[src/rtl/ssc_pkg.sv]
// Purpose: Constants and carriers for the serial switch configuration bank
// Assumes: 50 MHz ref_clk
// Notes: All register offsets, fields and reset values live here
package ssc_pkg;
    localparam logic [3:0] ADDR_UPPER = 4'h9;
    localparam logic [7:0] OFF_FAST_CTL = 8'h00;
    localparam logic [7:0] OFF_SIDE_CTL = 8'h01;
    localparam logic [7:0] OFF_TERM_CTL = 8'h10;
    localparam logic [7:0] OFF_PULSE_LO = 8'h11;
    localparam logic [7:0] OFF_PULSE_HI = 8'h12;
    localparam logic [7:0] OFF_EQ_LO = 8'h13;
    localparam logic [7:0] OFF_EQ_HI = 8'h14;
    localparam logic [7:0] OFF_DRV_CTL = 8'h20;
    localparam logic [7:0] RST_FAST_CTL = 8'h40;
    localparam logic [7:0] RST_SIDE_CTL = 8'h40;
    localparam logic [7:0] RST_TERM_CTL = 8'h01;
    localparam logic [7:0] RST_PULSE = 8'h00;
    localparam logic [7:0] RST_EQ = 8'h00;
    localparam logic [7:0] RST_DRV_CTL = 8'h03;
    localparam int EN_BIT = 6;
    localparam int SEL_LSB = 0;
    localparam logic [7:0] MASK_PATH = 8'h43;
    localparam logic [7:0] MASK_TERM = 8'h01;
    localparam logic [7:0] MASK_DRV = 8'h0f;
    localparam int PE_LSB = 2;
    localparam int OTERM_BIT = 1;
    localparam int OCUR_BIT = 0;
    localparam int CLK_HZ = 50000000;
    localparam int PULSE_MS = 100;
    localparam int PULSE_CYCLES = CLK_HZ / 1000 * PULSE_MS;
    localparam int SYNC_STAGES = 2;

    typedef struct packed {
        logic fast_path_on;
        logic [1:0] fast_source_select;
        logic side_path_on;
        logic [1:0] side_source_select;
        logic input_term_on;
        logic [15:0] lane_term_connect;
        logic [15:0] equalizer_level_bits;
        logic [1:0] pre_emphasis_level;
        logic output_term_on;
        logic output_current_level;
    } ssc_ctrl_s;
endpackage : ssc_pkg

[src/rtl/ssc_i2c_slave.sv]
// Purpose: Two-wire slave front end giving byte-level register accesses
// Assumes: Bus pins sampled on ref_clk, well oversampled
// Notes: Register pointer auto-increments after each data byte
module ssc_i2c_slave (
    input wire logic ref_clk, // System clock
    input wire logic reset, // Synchronous reset, active high
    input wire logic scl_in, // Serial clock level
    input wire logic sda_in, // Serial data level
    output logic sda_oe, // Pull data low while high
    input wire logic [2:0] addr_strap, // Low address bits
    output logic [7:0] reg_addr, // Register pointer
    output logic wr_stb, // Write pulse
    output logic [7:0] wr_data, // Write byte
    input wire logic [7:0] rd_data, // Read byte at pointer
    output logic bus_used // Pulse when addressed
);
    typedef enum logic [2:0] {IDLE, DEVADR, ACK, REGADR, WRDATA, RDDATA, RDACK} ssc_st_e;
    ssc_st_e st_reg;
    logic [1:0] scl_sync_reg, sda_sync_reg;
    logic scl_d_reg, sda_d_reg;
    logic [7:0] sh_reg;
    logic [3:0] cnt_reg;
    logic rd_reg, ptr_phase_reg;
    ssc_st_e after_ack_reg;
    logic scl_rise, scl_fall, start_c, stop_c;

    always_ff @(posedge ref_clk) begin
        if (reset) begin
            scl_sync_reg <= 2'h3;
            sda_sync_reg <= 2'h3;
            scl_d_reg <= 1'b1;
            sda_d_reg <= 1'b1;
        end else begin
            scl_sync_reg <= {scl_sync_reg[0], scl_in};
            sda_sync_reg <= {sda_sync_reg[0], sda_in};
            scl_d_reg <= scl_sync_reg[1];
            sda_d_reg <= sda_sync_reg[1];
        end
    end

    assign scl_rise = scl_sync_reg[1] & ~scl_d_reg;
    assign scl_fall = ~scl_sync_reg[1] & scl_d_reg;
    assign start_c = scl_sync_reg[1] & scl_d_reg & sda_d_reg & ~sda_sync_reg[1];
    assign stop_c = scl_sync_reg[1] & scl_d_reg & ~sda_d_reg & sda_sync_reg[1];

    always_ff @(posedge ref_clk) begin
        if (reset) begin
            st_reg <= IDLE;
            after_ack_reg <= IDLE;
            sh_reg <= 8'h00;
            cnt_reg <= 4'h0;
            rd_reg <= 1'b0;
            ptr_phase_reg <= 1'b0;
            reg_addr <= 8'h00;
            wr_stb <= 1'b0;
            wr_data <= 8'h00;
            sda_oe <= 1'b0;
            bus_used <= 1'b0;
        end else begin
            wr_stb <= 1'b0;
            bus_used <= 1'b0;
            if (start_c) begin
                st_reg <= DEVADR;
                cnt_reg <= 4'h0;
                sda_oe <= 1'b0;
            end else if (stop_c) begin
                st_reg <= IDLE;
                sda_oe <= 1'b0;
            end else begin
                case (st_reg)
                    DEVADR, REGADR, WRDATA: begin
                        if (scl_rise) begin
                            sh_reg <= {sh_reg[6:0], sda_sync_reg[1]};
                            cnt_reg <= cnt_reg + 4'h1;
                        end else if (scl_fall && cnt_reg == 4'h8) begin
                            cnt_reg <= 4'h0;
                            if (st_reg == DEVADR) begin
                                if (sh_reg[7:1] == {ssc_pkg::ADDR_UPPER, addr_strap}) begin
                                    sda_oe <= 1'b1;
                                    bus_used <= 1'b1;
                                    rd_reg <= sh_reg[0];
                                    after_ack_reg <= sh_reg[0] ? RDDATA : REGADR;
                                    st_reg <= ACK;
                                end else begin
                                    st_reg <= IDLE;
                                end
                            end else begin
                                sda_oe <= 1'b1;
                                st_reg <= ACK;
                                after_ack_reg <= WRDATA;
                                if (st_reg == REGADR) begin
                                    reg_addr <= sh_reg;
                                end else begin
                                    wr_data <= sh_reg;
                                    wr_stb <= 1'b1;
                                end
                            end
                        end
                    end
                    ACK: begin
                        if (scl_fall) begin
                            st_reg <= after_ack_reg;
                            if (st_reg == ACK && wr_data == sh_reg && after_ack_reg == WRDATA
                                && ptr_phase_reg) begin
                                reg_addr <= reg_addr + 8'h01;
                            end
                            ptr_phase_reg <= (after_ack_reg == WRDATA);
                            if (after_ack_reg == RDDATA) begin
                                sh_reg <= rd_data;
                                sda_oe <= ~rd_data[7];
                                cnt_reg <= 4'h1;
                            end else begin
                                sda_oe <= 1'b0;
                            end
                        end
                    end
                    RDDATA: begin
                        if (scl_fall) begin
                            if (cnt_reg == 4'h8) begin
                                sda_oe <= 1'b0;
                                st_reg <= RDACK;
                            end else begin
                                sda_oe <= ~sh_reg[7 - cnt_reg[2:0]];
                                cnt_reg <= cnt_reg + 4'h1;
                            end
                        end
                    end
                    RDACK: begin
                        if (scl_rise) begin
                            reg_addr <= reg_addr + 8'h01;
                            st_reg <= sda_sync_reg[1] ? IDLE : ACK;
                            after_ack_reg <= RDDATA;
                        end
                    end
                    default: st_reg <= IDLE;
                endcase
            end
        end
    end
endmodule : ssc_i2c_slave

[src/rtl/ssc_config_regs.sv]
// Purpose: Serial configuration register bank of a four-to-one link switch
// Assumes: Bus pins and parallel pins synchronous to ref_clk
// Notes: Serial use locks out the parallel pins until reset
module ssc_config_regs #(
    parameter int PULSE_LEN = ssc_pkg::PULSE_CYCLES // Termination gap length in cycles
) (
    input wire logic ref_clk, // 50 MHz clock
    input wire logic reset, // Synchronous reset, active high
    input wire logic scl_in, // Serial clock pin
    input wire logic sda_in, // Serial data pin level
    output logic sda_out, // Serial data drive value, always low
    output logic sda_oe, // Serial data drive enable
    input wire logic bus_addr_strap2, // Address strap bit 2
    input wire logic bus_addr_strap1, // Address strap bit 1
    input wire logic bus_addr_strap0, // Address strap bit 0
    input wire logic par_fast_on, // Parallel fast enable pin
    input wire logic [1:0] par_source_select, // Parallel source select pins
    input wire logic par_eq_high, // Parallel equalizer pin
    input wire logic [1:0] par_pre_emphasis, // Parallel emphasis pins
    input wire logic par_output_term, // Parallel output termination pin
    input wire logic par_output_current, // Parallel output current pin
    output logic serial_mode, // Serial control has taken over
    output ssc_pkg::ssc_ctrl_s ctrl // Decoded controls to analog circuits
);
    logic [7:0] fast_reg, side_reg, term_reg, pls_lo_reg, pls_hi_reg, eq_lo_reg, eq_hi_reg, drv_reg;
    logic [7:0] reg_addr, wr_data, rd_data;
    logic wr_stb, bus_used, sda_oe_w;
    logic [1:0] eff_sel_reg;
    logic [31:0] pulse_cnt_reg;
    logic pulsing;
    logic [1:0] eff_sel;
    ssc_pkg::ssc_ctrl_s ctrl_next;

    function automatic logic [7:0] reg_read(input logic [7:0] a, input logic [7:0] f, input logic [7:0] s,
        input logic [7:0] t, input logic [7:0] pl, input logic [7:0] ph, input logic [7:0] el,
        input logic [7:0] eh, input logic [7:0] d);
        case (a)
            ssc_pkg::OFF_FAST_CTL: reg_read = f;
            ssc_pkg::OFF_SIDE_CTL: reg_read = s;
            ssc_pkg::OFF_TERM_CTL: reg_read = t;
            ssc_pkg::OFF_PULSE_LO: reg_read = pl;
            ssc_pkg::OFF_PULSE_HI: reg_read = ph;
            ssc_pkg::OFF_EQ_LO: reg_read = el;
            ssc_pkg::OFF_EQ_HI: reg_read = eh;
            ssc_pkg::OFF_DRV_CTL: reg_read = d;
            default: reg_read = 8'h00;
        endcase
    endfunction : reg_read

    ssc_i2c_slave u_slave (
        .ref_clk(ref_clk),
        .reset(reset),
        .scl_in(scl_in),
        .sda_in(sda_in),
        .sda_oe(sda_oe_w),
        .addr_strap({bus_addr_strap2, bus_addr_strap1, bus_addr_strap0}),
        .reg_addr(reg_addr),
        .wr_stb(wr_stb),
        .wr_data(wr_data),
        .rd_data(rd_data),
        .bus_used(bus_used)
    );

    assign rd_data = reg_read(reg_addr, fast_reg, side_reg, term_reg, pls_lo_reg, pls_hi_reg,
        eq_lo_reg, eq_hi_reg, drv_reg);

    always_ff @(posedge ref_clk) begin
        if (reset) begin
            sda_out <= 1'b0;
            sda_oe <= 1'b0;
        end else begin
            sda_out <= 1'b0;
            sda_oe <= sda_oe_w;
        end
    end

    // Serial takeover latch
    always_ff @(posedge ref_clk) begin
        if (reset) begin
            serial_mode <= 1'b0;
        end else if (bus_used) begin
            serial_mode <= 1'b1;
        end
    end

    // Register writes, reserved bits masked to zero
    always_ff @(posedge ref_clk) begin
        if (reset) begin
            fast_reg <= ssc_pkg::RST_FAST_CTL;
            side_reg <= ssc_pkg::RST_SIDE_CTL;
            term_reg <= ssc_pkg::RST_TERM_CTL;
            pls_lo_reg <= ssc_pkg::RST_PULSE;
            pls_hi_reg <= ssc_pkg::RST_PULSE;
            eq_lo_reg <= ssc_pkg::RST_EQ;
            eq_hi_reg <= ssc_pkg::RST_EQ;
            drv_reg <= ssc_pkg::RST_DRV_CTL;
        end else if (wr_stb) begin
            case (reg_addr)
                ssc_pkg::OFF_FAST_CTL: fast_reg <= wr_data & ssc_pkg::MASK_PATH;
                ssc_pkg::OFF_SIDE_CTL: side_reg <= wr_data & ssc_pkg::MASK_PATH;
                ssc_pkg::OFF_TERM_CTL: term_reg <= wr_data & ssc_pkg::MASK_TERM;
                ssc_pkg::OFF_PULSE_LO: pls_lo_reg <= wr_data;
                ssc_pkg::OFF_PULSE_HI: pls_hi_reg <= wr_data;
                ssc_pkg::OFF_EQ_LO: eq_lo_reg <= wr_data;
                ssc_pkg::OFF_EQ_HI: eq_hi_reg <= wr_data;
                ssc_pkg::OFF_DRV_CTL: drv_reg <= wr_data & ssc_pkg::MASK_DRV;
                default: fast_reg <= fast_reg;
            endcase
        end
    end

    assign eff_sel = serial_mode ? fast_reg[ssc_pkg::SEL_LSB +: 2] : par_source_select;

    // Termination gap timer, restarted on each fast path source change
    always_ff @(posedge ref_clk) begin
        if (reset) begin
            eff_sel_reg <= 2'h0;
            pulse_cnt_reg <= 32'h0;
        end else begin
            eff_sel_reg <= eff_sel;
            if (eff_sel != eff_sel_reg) begin
                pulse_cnt_reg <= 32'(PULSE_LEN);
            end else if (pulse_cnt_reg != 32'h0) begin
                pulse_cnt_reg <= pulse_cnt_reg - 32'h1;
            end
        end
    end

    assign pulsing = (pulse_cnt_reg != 32'h0);

    always_comb begin
        ctrl_next = '0;
        if (serial_mode) begin
            ctrl_next.fast_path_on = fast_reg[ssc_pkg::EN_BIT];
            ctrl_next.fast_source_select = fast_reg[ssc_pkg::SEL_LSB +: 2];
            ctrl_next.side_path_on = side_reg[ssc_pkg::EN_BIT];
            ctrl_next.side_source_select = side_reg[ssc_pkg::SEL_LSB +: 2];
            ctrl_next.input_term_on = term_reg[0];
            ctrl_next.equalizer_level_bits = {eq_hi_reg, eq_lo_reg};
            ctrl_next.pre_emphasis_level = drv_reg[ssc_pkg::PE_LSB +: 2];
            ctrl_next.output_term_on = drv_reg[ssc_pkg::OTERM_BIT];
            ctrl_next.output_current_level = drv_reg[ssc_pkg::OCUR_BIT];
            ctrl_next.lane_term_connect = {16{term_reg[0]}} &
                ~({pls_hi_reg, pls_lo_reg} & {16{pulsing}});
        end else begin
            ctrl_next.fast_path_on = par_fast_on;
            ctrl_next.fast_source_select = par_source_select;
            ctrl_next.side_path_on = 1'b1;
            ctrl_next.side_source_select = par_source_select;
            ctrl_next.input_term_on = 1'b1;
            ctrl_next.equalizer_level_bits = {16{par_eq_high}};
            ctrl_next.pre_emphasis_level = par_pre_emphasis;
            ctrl_next.output_term_on = par_output_term;
            ctrl_next.output_current_level = par_output_current;
            ctrl_next.lane_term_connect = 16'hffff;
        end
    end

    always_ff @(posedge ref_clk) begin
        if (reset) begin
            ctrl <= '0;
        end else begin
            ctrl <= ctrl_next;
        end
    end
endmodule : ssc_config_regs

[config.mk]
export PLATFORM = sky130hd
export DESIGN_NAME = ssc_config_regs
export DESIGN_NICKNAME = d
export VERILOG_FILES = /design/src/rtl/ssc_pkg.sv /design/src/rtl/ssc_i2c_slave.sv /design/src/rtl/ssc_config_regs.sv
export SDC_FILE = /design/constraint.sdc
export NUM_CORES = 1
export LEC_CHECK = 0
export BUFFER_PORTS_ARGS = -buffer_cell sky130_fd_sc_hd__buf_2
export CORE_MARGIN = 1.5
export CORE_UTILIZATION = 32
export DETAILED_ROUTE_END_ITERATION = 8
export GPL_ROUTABILITY_DRIVEN = 0
export SLEW_MARGIN = 20
export SYNTH_ARGS = -nofsm -noshare
export SYNTH_HDL_FRONTEND = slang
export SYNTH_SLANG_ARGS = --single-unit
[constraint.sdc]
create_clock -name ref_clk -period 4.58 [get_ports ref_clk]
set_clock_uncertainty 0.1 [all_clocks]
set_input_delay 0.229 -clock ref_clk [delete_from_list [all_inputs] [get_ports ref_clk]]
set_output_delay 0.229 -clock ref_clk [all_outputs]
set_load 0.05 [all_outputs]
==> impl_metrics.env <==
export IMPL_outcome="complete, no violations"
export IMPL_p_per_area_mw_per_mm2=381
export IMPL_cts_tree="yes"
export IMPL_pin_count=61
export IMPL_insertion_delay_ps=430
export IMPL_num_vias=6344
export IMPL_period_needed_ps=3080
export IMPL_power_mw=3.26
export IMPL_hold_ws_ps=80.2
export IMPL_fin_setup_tns_ps=0
export IMPL_synth_ff_type="dfxtp_1"
export IMPL_core_area_sq_mm=0.0227
export IMPL_avgSynthCellArea_sq_um=8.55
export IMPL_grt_overflow=0
export IMPL_syn_inst=870
export IMPL_die_area_sq_mm=0.0242
export IMPL_clock_sinks=164
export IMPL_crit_type="reg -> reg"
export IMPL_stdcell_area_sq_mm=0.00856
export IMPL_relSlewSlack_pct=35.4
export IMPL_synthesis_area_sq_mm=0.00744
export IMPL_slew_viol_final=0
export IMPL_fillers=2326
export IMPL_synth_edff_count=0
export IMPL_finalHoldViolations=0
export IMPL_grt_pass1_vias=5917
export IMPL_synth_distinct_cells=70
export IMPL_start_util_pct=32.8
export IMPL_pwr_share_seq_pct=45.6
export IMPL_cap_violations=0
export IMPL_die_x_microns=156
export IMPL_tightestPinTransition_ps=963
export IMPL_clockRootBuffer="clkbuf_16"
export IMPL_ys_async_sr_fraction_pct=0
export IMPL_ys_seq_elements=164
export IMPL_place_area_sq_mm=0.00787
export IMPL_end_kind="register"
export IMPL_required_ps=4800
export IMPL_setup_viol_count_final=0
export IMPL_fmax_mhz=325
export IMPL_final_core_util_pct=37.7
export IMPL_first_pass_iters=5
export IMPL_drt_vias_per_instance=5.30
export IMPL_grt_usage_pct=16.2
export IMPL_htree_levels=4
export IMPL_ys_seq_area_share_pct=44.1
export IMPL_yosysWarnings=0
export IMPL_drc=0
export IMPL_period_share_pct=67.3
export IMPL_wire_per_inst_microns=16.0
export IMPL_crit_path_max_fanout=14
export IMPL_hpwl_microns=13200
export IMPL_syn_num_nets=892
export IMPL_setup_ws_ps=1500
export IMPL_io_buffer_count=59
export IMPL_rsz0062_at_grt="no"
export IMPL_clk_pin_slew_worst_paths_ps=60
export IMPL_die_h_microns=156
export IMPL_antenna_found_initial=0
export IMPL_cp_cell_sequence="inv_1, ha_1, or4b_2, nor3_1, o31a_2, o21ai_0, a311oi_1"
export IMPL_leakage_nw=3.31
export IMPL_pre_cts_slack_ps=1540
export IMPL_wl_microns=19100
export IMPL_p_switching_uw=819
export IMPL_grt_max_degree=63
export IMPL_area_growth_pct=15.0
export IMPL_combPwrFrac_pct=8.5
export IMPL_worstSetupStartpointType="register"
export IMPL_slowest_stage="or4b_2"
export IMPL_p_int_mw=2.44
export IMPL_clkPwrFrac_pct=45.9
export IMPL_cts_buffers_inserted=17
export IMPL_nets=920
export IMPL_cts_buffer_depth=2
export IMPL_fin_cells=1196
export IMPL_diodes=0
export IMPL_numPlacedInstances=1157
export IMPL_hp_class="in -> reg"
export IMPL_grt_pass1_wl_microns=31200
export IMPL_drt_iter0_drc=375
export IMPL_largest_reg_flops=41
export IMPL_ant_nets=0
export IMPL_cpPeakStageDelay_ps=620
export IMPL_drive_gt1_share_pct=13.6
export IMPL_crit_arrival_ps=3310
export IMPL_ir_drop_mv=0.226
export IMPL_p_sw_share_pct=25.1
export IMPL_rows=55
-- cells in the mapped netlist (4+ instances only) --
library cell | instances | area share [%]
a211o_1 | 4 | 0.47
a211oi_1 | 10 | 1.0
a21oi_1 | 82 | 5.5
a22oi_1 | 7 | 0.71
a311oi_1 | 4 | 0.47
a31oi_1 | 10 | 0.84
and3_1 | 7 | 0.59
clkbuf_1 | 53 | 2.7
dfxtp_1 | 164 | 44
ha_1 | 7 | 1.2
inv_1 | 15 | 0.76
mux2_2 | 4 | 0.61
mux2i_1 | 44 | 5.9
nand2_1 | 65 | 3.3
nand2b_1 | 9 | 0.76
nand3_1 | 40 | 2.7
nand3b_1 | 5 | 0.50
nand4_1 | 7 | 0.59
nor2_1 | 126 | 6.4
nor2b_1 | 16 | 1.3
nor3_1 | 16 | 1.1
nor3b_1 | 4 | 0.40
nor4_1 | 10 | 0.84
o211ai_1 | 5 | 0.50
o21ai_0 | 23 | 1.5
o31ai_1 | 6 | 0.61
or2_2 | 10 | 0.84
or3_1 | 10 | 0.84
or4_1 | 4 | 0.40
xnor2_1 | 23 | 2.7
xor2_1 | 18 | 2.1
-- final cells by class --
class | count | area, sq um | share of cell area [%]
sequential | 164 | 3280 | 38.3
clock buffer | 19 | 453 | 5.29
multi-input combinational | 629 | 3840 | 44.9
timing repair buffer | 70 | 398 | 4.65
clock inverter | 13 | 170 | 1.99
inverter | 16 | 60.1 | 0.701
tap | 285 | 357 | 4.16
-- power by group through the flow --
stage	sequential, mW	combinational, mW	clock, mW
after floorplan	1.58	0.145	0
after global placement	1.52	0.273	0
after detailed placement	1.52	0.274	0
after CTS	1.49	0.280	1.52
after global routing	1.49	0.305	1.58
final	1.49	0.278	1.50
-- worst max-delay path: cells and delay by family, from the launching register on --
kind	cells	cell delay, ps
AOI/OAI and AO/OA	3	750
adders and majority gates	1	470
buffers and inverters	1	110
DFF	1	350
and+or+nand+nor	2	1200
-- metal layers --
layer,vias to the layer above,wire length (microns),GRT usage [%]
li1,3119,-,-
met3,33,780,2.84
met5,-,0,0
met1,3030,9080,21.8
met2,162,8780,25.6
met4,0,448,6.58
-- cells in the final DEF, fill, tap and decap left out, types with 9 or more instances in the layout --
| master | n |
|---|---|
| xnor2_1 | 23 |
| nor4_1 | 10 |
| dfxtp_1 | 164 |
| inv_1 | 15 |
| buf_2 | 58 |
| xor2_1 | 18 |
| or2_2 | 10 |
| a31oi_1 | 10 |
| nand2_1 | 65 |
| or3_1 | 10 |
| nand2b_1 | 9 |
| clkbuf_16 | 17 |
| a21oi_1 | 82 |
| nand3_1 | 40 |
| nor2_1 | 126 |
| a211oi_1 | 10 |
| nor3_1 | 16 |
| nor2b_1 | 15 |
| o21ai_0 | 23 |
| mux2i_1 | 44 |
-- final timing paths --
| path | start | end | slack (ps) | cells after the start |
|---|---|---|---|---|
| max | u_slave.reg_addr[0] | u_slave.sh_reg[4] | 1500 | 7 |
| min | bus_addr_strap1 | u_slave.bus_used | 80 | 4 |
| max reg2reg | u_slave.reg_addr[0] | u_slave.sh_reg[4] | 1500 | 7 |
| min reg2reg | u_slave.scl_sync_reg[0] | u_slave.scl_sync_reg[1] | 320 | 1 |
-- what timing repair did --
action,in CTS,in global routing
buffers inserted,0,0
gates resized for setup,0,0
endpoints found under the hold margin,7,0
hold buffers,7,0
-- logic make-up (layout without fill, tap and decap cells) --
kind of cell	after synthesis	in the layout	synth area share, %
AO/OA/AOI/OAI	178	178	14.9
buffers and inverters	77	118	4.30
multiplexers	50	50	7.13
flip-flops	164	164	44.1
XOR/XNOR	41	41	4.83
other	1	1	0.0504
adder cells (fa/ha/maj)	8	8	1.31
AND/OR/NAND/NOR	351	351	23.4
(Power assumes the default switching activity.)
